## config.mk

```make
export PLATFORM = sky130hd
export DESIGN_NAME = rotate_subtract_skip_alu
export DESIGN_NICKNAME = d
export VERILOG_FILES = /design/src/include/rss_pkg.sv /design/src/rtl/rotate_subtract_skip_alu.sv
export VERILOG_INCLUDE_DIRS = /design/src /design/src/include
export SDC_FILE = /design/constraint.sdc
export NUM_CORES = 1
export LEC_CHECK = 0
export ABC_AREA = 0
export BUFFER_PORTS_ARGS = -buffer_cell sky130_fd_sc_hd__clkbuf_2
export CAP_MARGIN = 20
export CORE_MARGIN = 2
export CORE_UTILIZATION = 63
export CTS_BUF_LIST = sky130_fd_sc_hd__clkbuf_4 sky130_fd_sc_hd__clkbuf_8
export CTS_CLUSTER_SIZE = 25
export DETAILED_ROUTE_END_ITERATION = 6
export HOLD_SLACK_MARGIN = 0.03
export PLACE_DENSITY = 0.89
export SLEW_MARGIN = 20
export SYNTH_ARGS = -nofsm -noshare
export SYNTH_HDL_FRONTEND = slang
export SYNTH_SLANG_ARGS = --single-unit
```

## constraint.sdc

```tcl
create_clock -name i_clk -period 11.8 [get_ports i_clk]
set_input_delay 1.77 -clock i_clk [delete_from_list [all_inputs] [get_ports i_clk]]
set_output_delay 1.77 -clock i_clk [all_outputs]
set_load 0.01 [all_outputs]
```

## src/include/rss_cfg.svh

```systemverilog
// Constants for the rotate, subtract and skip datapath slice.
// Assumes nothing beyond being included by the package and the RTL.
`ifndef RSS_CFG_SVH
`define RSS_CFG_SVH

// ----------------------------------------------------------------
// Data layout
// ----------------------------------------------------------------
`define RSS_DATA_W 8
`define RSS_MSB 7
`define RSS_LSB 0
`define RSS_B1 1
`define RSS_NIB_W 4
`define RSS_IDX_W 3
`define RSS_OP_W 5

// ----------------------------------------------------------------
// Fixed values and reset values
// ----------------------------------------------------------------
`define RSS_ALL_ONES 8'hFF
`define RSS_ZERO 8'h00
`define RSS_ONE 8'h01
`define RSS_WORK_RST 8'h00
`define RSS_BORROW_RST 1'b0

`endif

```

## src/include/rss_pkg.sv

```systemverilog
// Types shared by the datapath slice and its sequencer.
// Assumes rss_cfg.svh is on the include path.
`include "rss_cfg.svh"

package rss_pkg;

    // ------------------------------------------------------------
    // Operation codes
    // ------------------------------------------------------------
    typedef enum logic [`RSS_OP_W-1:0] {
        OP_NONE = 5'h00,
        OP_LOAD_WORK = 5'h01,
        OP_ROTL_TO_WORK = 5'h02,
        OP_ROTL_THRU_BORROW = 5'h03,
        OP_ROTL_THRU_BORROW_TO_WORK = 5'h04,
        OP_ROTR_MEM = 5'h05,
        OP_ROTR_TO_WORK = 5'h06,
        OP_ROTR_THRU_BORROW = 5'h07,
        OP_ROTR_THRU_BORROW_TO_WORK = 5'h08,
        OP_MINUS_WITH_BORROW = 5'h09,
        OP_MINUS_OP = 5'h0A,
        OP_DEC_SKIP_NIL = 5'h0B,
        OP_DEC_SKIP_NIL_TO_WORK = 5'h0C,
        OP_INC_SKIP_NIL = 5'h0D,
        OP_INC_SKIP_NIL_TO_WORK = 5'h0E,
        OP_FILL_ONES = 5'h0F,
        OP_BIT_SET = 5'h10,
        OP_SKIP_NONNIL_BIT = 5'h11,
        OP_SKIP_NONNIL_BYTE = 5'h12,
        OP_NIBBLE_EXCHANGE = 5'h13
    } op_t;

    // ------------------------------------------------------------
    // Sequencer states, one-hot
    // ------------------------------------------------------------
    typedef enum logic [1:0] {
        ST_IDLE = 2'b01,
        ST_DUMMY = 2'b10
    } seq_state_t;

    // ------------------------------------------------------------
    // Carriers
    // ------------------------------------------------------------
    typedef struct packed {
        logic signed_wrap_flag;
        logic nil_result_flag;
        logic nibble_borrow_bit;
        logic borrow_bit;
        logic signed_borrow_bit;
        logic chain_nil_flag;
    } flags_t;

    typedef struct packed {
        logic valid;
        op_t op;
        logic src_imm;
        logic dest_mem;
        logic [`RSS_IDX_W-1:0] bit_idx;
        logic [`RSS_DATA_W-1:0] mem_data;
        logic [`RSS_DATA_W-1:0] imm_data;
    } req_t;

    typedef struct packed {
        seq_state_t state;
        logic ready;
        logic done;
        logic skip;
        logic mem_we;
        logic [`RSS_DATA_W-1:0] mem_wdata;
        logic [`RSS_DATA_W-1:0] work;
        flags_t flags;
    } core_t;

endpackage : rss_pkg

```

## src/rtl/rotate_subtract_skip_alu.sv

```systemverilog
// Accumulator datapath slice: rotates, subtracts, skip tests, bit set.
// Assumes a sequencer on the same clock that drives requests and data.
`timescale 1ns/100ps
`include "rss_cfg.svh"

// What this block does
// - Rotate memory left into work_reg, bit 7 wraps, flags untouched.
// - Rotate memory left through borrow_bit, result back to memory.
// - Same rotate through borrow_bit, result to work_reg only.
// - Rotate memory right in place, bit 0 wraps, flags untouched.
// - Rotate memory right into work_reg, memory and flags untouched.
// - Rotate right through borrow_bit, to memory or work_reg.
// - Subtract operand and inverted borrow_bit from work_reg.
// - Subtraction clears borrow_bit on negative, sets it otherwise.
// - Subtract operand from work_reg ignoring borrow_bit.
// - Every subtraction updates all six arithmetic flags.
// - Decrement memory in place; zero result skips next instruction.
// - Decrement into work_reg, memory kept; zero skips next.
// - Increment to memory or work_reg; zero skips next.
// - Every skip-type operation takes two cycles with a dummy.
// - Fill addressed byte with all ones, flags untouched.
// - Force selected bit to one, other bits and flags kept.
// - Skip next when the selected bit is nonzero.
// - Write byte back unchanged; skip next when it is nonzero.
// - Exchange the two nibbles of the byte in place.
module rotate_subtract_skip_alu (
    input wire logic i_clk,
    input wire logic i_rst_n,
    input wire rss_pkg::req_t i_req,
    output logic o_ready,
    output logic o_done,
    output logic o_skip,
    output logic o_mem_we,
    output logic [`RSS_DATA_W-1:0] o_mem_wdata,
    output logic [`RSS_DATA_W-1:0] o_work_reg,
    output rss_pkg::flags_t o_flags
);

    // ------------------------------------------------------------
    // State
    // ------------------------------------------------------------
    rss_pkg::core_t st_reg;
    rss_pkg::core_t st_next;
    logic taken;
    logic [`RSS_DATA_W-1:0] mem;
    logic [`RSS_DATA_W-1:0] opnd;
    logic [`RSS_DATA_W-1:0] res;
    logic [`RSS_DATA_W:0] diff;
    logic [`RSS_NIB_W:0] nib;
    logic cin;
    logic borrow_op;

    assign taken = i_req.valid && st_reg.ready;
    assign mem = i_req.mem_data;
    assign opnd = i_req.src_imm ? i_req.imm_data : mem;
    assign borrow_op = (i_req.op == rss_pkg::OP_MINUS_WITH_BORROW);

    // ------------------------------------------------------------
    // Subtractor
    // ------------------------------------------------------------
    // Borrow folded in as carry
    assign cin = borrow_op ? st_reg.flags.borrow_bit : 1'b1;
    assign diff = {1'b0, st_reg.work} + {1'b0, ~opnd}
        + {{`RSS_DATA_W{1'b0}}, cin};
    assign nib = {1'b0, st_reg.work[`RSS_NIB_W-1:0]}
        + {1'b0, ~opnd[`RSS_NIB_W-1:0]} + {{`RSS_NIB_W{1'b0}}, cin};

    // ------------------------------------------------------------
    // Next state
    // ------------------------------------------------------------
    always_comb begin
        st_next = st_reg;
        st_next.state = rss_pkg::ST_IDLE;
        st_next.ready = 1'b1;
        st_next.done = 1'b0;
        st_next.skip = 1'b0;
        st_next.mem_we = 1'b0;
        res = `RSS_ZERO;
        if (taken) begin
            st_next.done = 1'b1;
            case (i_req.op)
                rss_pkg::OP_LOAD_WORK: begin
                    st_next.work = opnd;
                end
                rss_pkg::OP_ROTL_TO_WORK: begin
                    st_next.work = {mem[`RSS_MSB-1:`RSS_LSB], mem[`RSS_MSB]};
                end
                // Left rotate through borrow to memory
                rss_pkg::OP_ROTL_THRU_BORROW: begin
                    st_next.mem_we = 1'b1;
                    st_next.mem_wdata = {mem[`RSS_MSB-1:`RSS_LSB],
                        st_reg.flags.borrow_bit};
                    st_next.flags.borrow_bit = mem[`RSS_MSB];
                end
                // Left rotate through borrow to work_reg
                rss_pkg::OP_ROTL_THRU_BORROW_TO_WORK: begin
                    st_next.work = {mem[`RSS_MSB-1:`RSS_LSB],
                        st_reg.flags.borrow_bit};
                    st_next.flags.borrow_bit = mem[`RSS_MSB];
                end
                rss_pkg::OP_ROTR_MEM: begin
                    st_next.mem_we = 1'b1;
                    st_next.mem_wdata = {mem[`RSS_LSB], mem[`RSS_MSB:`RSS_B1]};
                end
                rss_pkg::OP_ROTR_TO_WORK: begin
                    st_next.work = {mem[`RSS_LSB], mem[`RSS_MSB:`RSS_B1]};
                end
                // Right rotate through borrow to memory
                rss_pkg::OP_ROTR_THRU_BORROW: begin
                    st_next.mem_we = 1'b1;
                    st_next.mem_wdata = {st_reg.flags.borrow_bit,
                        mem[`RSS_MSB:`RSS_B1]};
                    st_next.flags.borrow_bit = mem[`RSS_LSB];
                end
                // Right rotate through borrow to work_reg
                rss_pkg::OP_ROTR_THRU_BORROW_TO_WORK: begin
                    st_next.work = {st_reg.flags.borrow_bit,
                        mem[`RSS_MSB:`RSS_B1]};
                    st_next.flags.borrow_bit = mem[`RSS_LSB];
                end
                // Both subtract forms share the datapath
                rss_pkg::OP_MINUS_WITH_BORROW,
                rss_pkg::OP_MINUS_OP: begin
                    res = diff[`RSS_MSB:`RSS_LSB];
                    if (i_req.dest_mem) begin
                        st_next.mem_we = 1'b1;
                        st_next.mem_wdata = res;
                    end else begin
                        st_next.work = res;
                    end
                    // Borrow flag is the carry out
                    st_next.flags.borrow_bit = diff[`RSS_DATA_W];
                    st_next.flags.signed_wrap_flag =
                        (st_reg.work[`RSS_MSB] != opnd[`RSS_MSB])
                        && (res[`RSS_MSB] != st_reg.work[`RSS_MSB]);
                    st_next.flags.nil_result_flag = (res == `RSS_ZERO);
                    st_next.flags.nibble_borrow_bit = nib[`RSS_NIB_W];
                    st_next.flags.signed_borrow_bit =
                        ~(st_next.flags.signed_wrap_flag ^ res[`RSS_MSB]);
                    st_next.flags.chain_nil_flag = (res == `RSS_ZERO)
                        && (!borrow_op || st_reg.flags.chain_nil_flag);
                end
                rss_pkg::OP_DEC_SKIP_NIL: begin
                    res = mem - `RSS_ONE;
                    st_next.mem_we = 1'b1;
                    st_next.mem_wdata = res;
                    st_next.skip = (res == `RSS_ZERO);
                end
                rss_pkg::OP_DEC_SKIP_NIL_TO_WORK: begin
                    res = mem - `RSS_ONE;
                    st_next.work = res;
                    st_next.skip = (res == `RSS_ZERO);
                end
                rss_pkg::OP_INC_SKIP_NIL: begin
                    res = mem + `RSS_ONE;
                    st_next.mem_we = 1'b1;
                    st_next.mem_wdata = res;
                    st_next.skip = (res == `RSS_ZERO);
                end
                rss_pkg::OP_INC_SKIP_NIL_TO_WORK: begin
                    res = mem + `RSS_ONE;
                    st_next.work = res;
                    st_next.skip = (res == `RSS_ZERO);
                end
                rss_pkg::OP_FILL_ONES: begin
                    st_next.mem_we = 1'b1;
                    st_next.mem_wdata = `RSS_ALL_ONES;
                end
                rss_pkg::OP_BIT_SET: begin
                    res = mem;
                    res[i_req.bit_idx] = 1'b1;
                    st_next.mem_we = 1'b1;
                    st_next.mem_wdata = res;
                end
                rss_pkg::OP_SKIP_NONNIL_BIT: begin
                    st_next.skip = mem[i_req.bit_idx];
                end
                // Write back and skip on nonzero byte
                rss_pkg::OP_SKIP_NONNIL_BYTE: begin
                    st_next.mem_we = 1'b1;
                    st_next.mem_wdata = mem;
                    st_next.skip = (mem != `RSS_ZERO);
                end
                rss_pkg::OP_NIBBLE_EXCHANGE: begin
                    st_next.mem_we = 1'b1;
                    st_next.mem_wdata = {mem[`RSS_NIB_W-1:`RSS_LSB],
                        mem[`RSS_MSB:`RSS_NIB_W]};
                end
                default: begin
                    st_next.done = 1'b0;
                end
            endcase
            // Skip-type operations hold a dummy cycle
            case (i_req.op)
                rss_pkg::OP_DEC_SKIP_NIL,
                rss_pkg::OP_DEC_SKIP_NIL_TO_WORK,
                rss_pkg::OP_INC_SKIP_NIL,
                rss_pkg::OP_INC_SKIP_NIL_TO_WORK,
                rss_pkg::OP_SKIP_NONNIL_BIT,
                rss_pkg::OP_SKIP_NONNIL_BYTE: begin
                    st_next.state = rss_pkg::ST_DUMMY;
                    st_next.ready = 1'b0;
                end
                default: begin
                    st_next.state = rss_pkg::ST_IDLE;
                end
            endcase
        end
    end

    // ------------------------------------------------------------
    // Registers
    // ------------------------------------------------------------
    always_ff @(posedge i_clk) begin
        if (!i_rst_n) begin
            st_reg.state <= rss_pkg::ST_IDLE;
            st_reg.ready <= 1'b1;
            st_reg.done <= 1'b0;
            st_reg.skip <= 1'b0;
            st_reg.mem_we <= 1'b0;
            st_reg.mem_wdata <= `RSS_ZERO;
            st_reg.work <= `RSS_WORK_RST;
            st_reg.flags <= '0;
        end else begin
            st_reg <= st_next;
        end
    end

    assign o_ready = st_reg.ready;
    assign o_done = st_reg.done;
    assign o_skip = st_reg.skip;
    assign o_mem_we = st_reg.mem_we;
    assign o_mem_wdata = st_reg.mem_wdata;
    assign o_work_reg = st_reg.work;
    assign o_flags = st_reg.flags;

    // ------------------------------------------------------------
    // Checks
    // ------------------------------------------------------------
    rotl_work_a: assert property (
        @(posedge i_clk) disable iff (!i_rst_n)
        taken && i_req.op == rss_pkg::OP_ROTL_TO_WORK |=>
        o_work_reg == {$past(mem[`RSS_MSB-1:`RSS_LSB]), $past(mem[`RSS_MSB])}
        && !o_mem_we && o_flags == $past(o_flags))
        else $error("left rotate to work wrong");

    rotl_borrow_a: assert property (
        @(posedge i_clk) disable iff (!i_rst_n)
        taken && i_req.op == rss_pkg::OP_ROTL_THRU_BORROW |=>
        o_mem_we && o_mem_wdata[`RSS_LSB] == $past(o_flags.borrow_bit)
        && o_flags.borrow_bit == $past(mem[`RSS_MSB]))
        else $error("left rotate through borrow wrong");

    rotl_borrow_work_a: assert property (
        @(posedge i_clk) disable iff (!i_rst_n)
        taken && i_req.op == rss_pkg::OP_ROTL_THRU_BORROW_TO_WORK |=>
        !o_mem_we && o_work_reg[`RSS_MSB:1] == $past(mem[`RSS_MSB-1:0])
        && o_flags.borrow_bit == $past(mem[`RSS_MSB]))
        else $error("left rotate through borrow to work wrong");

    rotr_mem_a: assert property (
        @(posedge i_clk) disable iff (!i_rst_n)
        taken && i_req.op == rss_pkg::OP_ROTR_MEM |=>
        o_mem_we && o_mem_wdata == {$past(mem[`RSS_LSB]),
        $past(mem[`RSS_MSB:1])} && $stable(o_flags))
        else $error("right rotate in place wrong");

    rotr_work_a: assert property (
        @(posedge i_clk) disable iff (!i_rst_n)
        taken && i_req.op == rss_pkg::OP_ROTR_TO_WORK |=>
        o_work_reg == {$past(mem[`RSS_LSB]), $past(mem[`RSS_MSB:1])}
        && !o_mem_we && $stable(o_flags))
        else $error("right rotate to work wrong");

    rotr_borrow_a: assert property (
        @(posedge i_clk) disable iff (!i_rst_n)
        taken && i_req.op == rss_pkg::OP_ROTR_THRU_BORROW_TO_WORK |=>
        o_work_reg[`RSS_MSB] == $past(o_flags.borrow_bit)
        && o_flags.borrow_bit == $past(mem[`RSS_LSB]))
        else $error("right rotate through borrow wrong");

    sub_borrow_a: assert property (
        @(posedge i_clk) disable iff (!i_rst_n)
        taken && i_req.op == rss_pkg::OP_MINUS_OP && !i_req.dest_mem |=>
        o_flags.borrow_bit == ($past(o_work_reg) >= $past(opnd))
        && o_work_reg == $past(st_reg.work - opnd))
        else $error("subtract borrow or result wrong");

    sub_nil_a: assert property (
        @(posedge i_clk) disable iff (!i_rst_n)
        taken && borrow_op && i_req.dest_mem |=>
        o_mem_we && o_flags.nil_result_flag == (o_mem_wdata == `RSS_ZERO))
        else $error("subtract zero flag wrong");

    dec_skip_a: assert property (
        @(posedge i_clk) disable iff (!i_rst_n)
        taken && i_req.op == rss_pkg::OP_DEC_SKIP_NIL |=>
        o_mem_we && o_mem_wdata == $past(mem - 8'h01)
        && o_skip == ($past(mem) == 8'h01))
        else $error("decrement skip wrong");

    skip_dummy_a: assert property (
        @(posedge i_clk) disable iff (!i_rst_n)
        taken && st_next.state == rss_pkg::ST_DUMMY |=>
        !o_ready && o_done ##1 o_ready && !o_done)
        else $error("skip dummy cycle wrong");

    fill_ones_a: assert property (
        @(posedge i_clk) disable iff (!i_rst_n)
        taken && i_req.op == rss_pkg::OP_FILL_ONES |=>
        o_mem_we && o_mem_wdata == `RSS_ALL_ONES && $stable(o_flags))
        else $error("fill ones wrong");

    skip_bit_a: assert property (
        @(posedge i_clk) disable iff (!i_rst_n)
        taken && i_req.op == rss_pkg::OP_SKIP_NONNIL_BIT |=>
        o_skip == $past(mem[i_req.bit_idx]) && !o_mem_we)
        else $error("bit skip test wrong");

    bit_set_a: assert property (
        @(posedge i_clk) disable iff (!i_rst_n)
        taken && i_req.op == rss_pkg::OP_BIT_SET |=>
        o_mem_wdata == ($past(mem)
        | (8'h01 << $past(i_req.bit_idx))))
        else $error("bit set wrong");

    swap_a: assert property (
        @(posedge i_clk) disable iff (!i_rst_n)
        taken && i_req.op == rss_pkg::OP_NIBBLE_EXCHANGE |=>
        o_mem_wdata == {$past(mem[`RSS_NIB_W-1:0]),
        $past(mem[`RSS_MSB:`RSS_NIB_W])} && $stable(o_work_reg))
        else $error("nibble exchange wrong");

endmodule : rotate_subtract_skip_alu

```

==> out/metrics.cfg, run 1 <==
[outcome]
status=complete, no violations

[critical_path]
critPathKind=primary input to register
crit_slowest_cell=or3b_1
critPathMaxFanout=35
start_kind=primary input
cp.required_ns=12.03
crit_top_cell=fa_1
cpPeakStageDelay_ns=0.60
worstSetupEndpointType=register
cp_cell_sequence=clkbuf_2, or3b_1, or3_1, fa_1, a211oi_1, o21bai_1, a21oi_1, nor2b_1, o21ai_0, nand2b_1, fa_1, or4_1, or4_4, o32ai_2, o311a_1
critPathArrivalTime_ns=6.50

[timing]
worst_slew_pin_slew_ns=1.04
setup_tns_ns=0
finalCritPeriodShare=0.532
slew_headroom=0.297
fin_hold_ws_ns=0.486
hold_violations=0
drv_slew=0
fmax_mhz=159
finalSetupViolations=0
rsz0062_at_grt=false
fin_worst_skew_ns=0.00952
timing.final.ws_setup_ns=5.52
min_period_ns=6.28

[synth]
ys_types=64
seq_area_frac_synth=0.170
synthAdderAreaFrac=0.0645
synth_top_area_frac=0.170
async_reset_ff_frac=0
synth-simple-area-share=0.268
syn_area_um2=3060
syn_inst=417
synth_nets=460
synth_compound_area_frac=0.323
yosys-top-cells-area=dfxtp_1 (17%), o21ai_0 (4.7%), ha_1 (4.5%)
synth_flop_cell=dfxtp_1
yosys.area_share.xor_xnor=0.0486
yosys-mux-area-fraction=0.0584
synth_top_family_by_area=compound AO/OA/AOI/OAI gates
synth_warnings=0
yosysTopAreaCell=dfxtp_1
synth_edf_count=0
avgSynthCellArea_um2=7.35
synth-seq-cells=26

[global_routing]
grt_pass1_wl_mm=16.9
grt_max_degree=36
grt.total_usage=0.403
grt_pass1_vias=3277
antenna_found_initial=0
overflow=0

[route]
vias_per_cell=7.40
drtAntennaViolNets=0
initialDrtViolationCount=541
wire_per_inst_um=21.4
drcViolationCount=0
first_pass_iters=6
vias=3646
wirelength_mm=10.5

[die]
core_area_um2=4690
rows=25
dieArea_um2=5440
initial_core_util=0.653
io_pins=55
die-height_um=73.7
die_w_um=73.7

[final_layout]
drive_above_1_share=0.173
syn_to_final_growth_pct=8.74
nNetsFinal=483
final_common_cell=clkbuf_2
layout_common_cells=clkbuf_2 (54), nand2_1 (33), nor2_1 (32)
num_antenna_cells=0

[clock_network]
cts.clk_slew.worst_paths_ns=0.10
insertion_delay_ns=0.28
cts_sinks=26
cts-root-buf=clkbuf_8
cts_tree=done
ctsHoldBuffers=0
clk_path_buf_depth=2
cts_max_level=1
cts_buffers=3
cts_resized=0
post_cts_buffers=0

[place]
gp_congestion=1.02
port-buffer-count=54
dp_slack_ns=5.27
dpl.hpwl_mm=7.63

[power_and_ir_drop]
power_density_nw_per_um2=84.7
ir_drop_mv=0.0514
power.static_leakage_nw=1.29
total_power_mw=0.282

[flow_run]
cap_violations=0

[min_path]
hold_path.class=register to register

==> Yosys cell counts, types with 3 or more instances <==
cell type  number
dfxtp_1        26
a222oi_1        4
o22ai_1        14
nand2b_1        9
o221ai_1        6
mux2i_1        10
nor3_1         15
a2bb2oi_1       3
inv_1          14
or4_1           3
nor3b_1         6
nor4_1          7
mux2_2          3
nor2_1         32
ha_1           11
or3b_2          3
o21ai_0        29
a21oi_1        24
nor2b_1         4
or3_1           3
a221oi_1        9
a31oi_1        12
xor2_1          5
xnor2_1        12
o21a_1          5
buf_1           5
fa_1            3
a21o_1          4
nand2_1        33
nand4_1         5
nand3b_1        4
clkbuf_1       30
a22oi_1         7
a22o_1          3
nand3_1        10
a211oi_1        8
==> path summary, 6_finish.rpt <==
check | start | to | slack (ns) | depth (start not counted)
worst max-delay path | i_req[24] | o_flags[0] | 5.52 | 15
worst min-delay path | o_flags[1] | o_flags[1] | 0.49 | 2
worst max register to register | o_flags[2] | o_flags[0] | 7.70 | 13
worst min register to register | o_flags[1] | o_flags[1] | 0.49 | 2
==> stage by stage <==
step           instance area, um^2  instances  utilization
6_report                      3330        493        0.710
3_5_place_dp                  3250        489        0.694
4_1_cts                       3330        493        0.709
5_1_grt                       3330        493        0.710
2_1_floorplan                 3060        417            -
3_3_place_gp                  3250        489        0.694
==> power by group <==
group | internal, mW | switching [mW]
logic | 0.0387 | 0.0699
registers | 0.0922 | 0.00335
clock network | 0.0455 | 0.0326
total | 0.176 | 0.106
==> critical path, delay by kind of cell <==
kind | cells | cell delay, ns
AND/OR/NAND/NOR | 6 | 2.13
AO/OA/AOI/OAI | 6 | 1.14
adder cells (fa/ha/maj) | 2 | 0.97
buffers and inverters | 1 | 0.48
==> cells by family after synthesis <==
family,count (synthesis)
simple gates,149
compound gates,145
buf+inv,51
flops,26
xor+xnor,17
mux,15
fa+ha+maj,14
==> routing by layer <==
metal | vias up | part of all wire | GRT usage
met3 | 70 | 0.10 | 0.0782
met4 | 0 | 0.057 | 0.188
met5 | - | 0 | 0
li1 | 1637 | - | -
met1 | 1656 | 0.39 | 0.538
met2 | 283 | 0.44 | 0.620
==> final cells by class <==
cell class / instances / area (um^2)
multi-input combinational: 340 / 2340
clock inverter: 1 / 30.0
timing repair buffer: 55 / 278
fill: 402 / 1360
inverter: 14 / 52.6
sequential: 26 / 520
tap: 54 / 67.6
clock buffer: 3 / 41.3
No activity file was read; power rests on OpenSTA's default activity.
==> run 2, diff against run 1 <==
CORE_UTILIZATION = 59   (was 63)
PLACE_DENSITY = 0.84   (was 0.89)
clock period = 6.3 ns   (was 11.8 ns; I/O delays follow)
==> out/metrics.cfg, run 2 (synthesis results as in run 1) <==
[die]
dieArea_um2=5780
rows=26
die_w_um=76.1
io_pins=55
core_area_um2=5040
initial_core_util=0.607
die-height_um=76.1

[global_routing]
overflow=0
grt.total_usage=0.353
antenna_found_initial=0
grt_pass1_vias=3215
grt_max_degree=35
grt_pass1_wl_mm=16.7

[final_layout]
syn_to_final_growth_pct=9.60
layout_common_cells=clkbuf_2 (54), nand2_1 (33), nor2_1 (32)
drive_above_1_share=0.179
final_common_cell=clkbuf_2
nNetsFinal=486
fin_cells=512
num_antenna_cells=0
fillCellCount=440

[timing]
hold_violations=0
fin_hold_ws_ns=0.483
drv_slew=0
slew_headroom=0.270
fin_worst_skew_ns=0.00712
min_period_ns=5.34
worst_slew_pin_slew_ns=1.09
rsz0062_at_grt=false
setup_tns_ns=0
fmax_mhz=187
finalSetupViolations=0
finalCritPeriodShare=0.848

[route]
vias_per_cell=6.93
vias=3546
wirelength_mm=10.1
wire_per_inst_um=19.8
first_pass_iters=6
drtAntennaViolNets=0
initialDrtViolationCount=476
drcViolationCount=0

[power_and_ir_drop]
total_power_mw=0.494
power_density_nw_per_um2=147
power.static_leakage_nw=1.30
ir_drop_mv=0.0762

[place]
gp_congestion=1.05
port-buffer-count=54
place_inst=508
dpl.hpwl_mm=7.46

[clock_network]
cts_resized=0
cts_tree=done
insertion_delay_ns=0.27
cts.clk_slew.worst_paths_ns=0.10
cts_sinks=26
cts-root-buf=clkbuf_8
clk_path_buf_depth=2
cts_max_level=1
post_cts_buffers=0
cts_buffers=3
ctsHoldBuffers=0

[critical_path]
start_kind=primary input
critPathMaxFanout=28
cp.required_ns=6.52
worstSetupEndpointType=register
regToRegSetupSlack_ns=2.20
critPathArrivalTime_ns=5.56
critPathKind=primary input to register

[flow_run]
cap_violations=0

[outcome]
status=complete, no violations

[min_path]
hold_path.class=register to register

[run 2: cell types whose count changed in the layout (fill, tap and decap cells not counted), sizes merged]
cell / previous run / this run
buf: 1 / 4
bufinv: 1 / 0
clkbuf: 57 / 58
[run 2: layout make-up]
class	instances	area, um^2	share of cell area
Multi-Input combinational cell	340	2340	0.697
Sequential cell	26	520	0.155
Timing Repair Buffer	58	300	0.0895
Tap cell	70	87.6	0.0261
Clock buffer	4	55.1	0.0164
Inverter	14	52.6	0.0157
[run 2: per-stage QoR]
| stage | cell area [um^2] | setup slack (ns) | util |
|---|---|---|---|
| 6_report | 3360 | 0.960 | 0.666 |
| 5_1_grt | 3360 | 0.678 | 0.666 |
| 4_1_cts | 3360 | 0.990 | 0.666 |
| 2_1_floorplan | 3060 | 1.30 | - |
| 3_5_place_dp | 3300 | 0.715 | 0.655 |
| 3_3_place_gp | 3300 | 0.822 | 0.654 |
[run 2: layer usage]
| metal | vias to the layer above | routed length [um] | GRT usage |
|---|---|---|---|
| li1 | 1644 | - | - |
| met1 | 1594 | 4010 | 0.490 |
| met5 | - | 0 | 0 |
| met4 | 0 | 514 | 0.165 |
| met2 | 253 | 4540 | 0.541 |
| met3 | 55 | 1080 | 0.0521 |
[run 2: final timing paths]
path               from         end  depth (start not counted)
min          o_flags[1]  o_flags[1]                          2
min reg2reg  o_flags[1]  o_flags[1]                          2
max           i_req[23]  o_flags[0]                         15
max reg2reg  o_flags[2]  o_flags[0]                         13
[run 2: critical path: stages]
cell,delay [ns]
clkbuf_2,0.29
or3b_1,0.66
or3_1,0.44
fa_1,0.44
a211oi_1,0.25
o21bai_1,0.11
a21oi_1,0.22
nor2b_1,0.07
o21ai_0,0.15
nand2b_1,0.08
fa_1,0.52
or4_1,0.51
or4_4,0.44
o32ai_2,0.26
o311a_1,0.19
[run 2: power by group]
part | switching [mW] | internal [mW] | leakage, nW
Sequential | 0.00615 | 0.173 | 0.212
Combinational | 0.130 | 0.0739 | 1.06
Clock | 0.0555 | 0.0559 | 0.0288
Total | 0.192 | 0.302 | 1.30
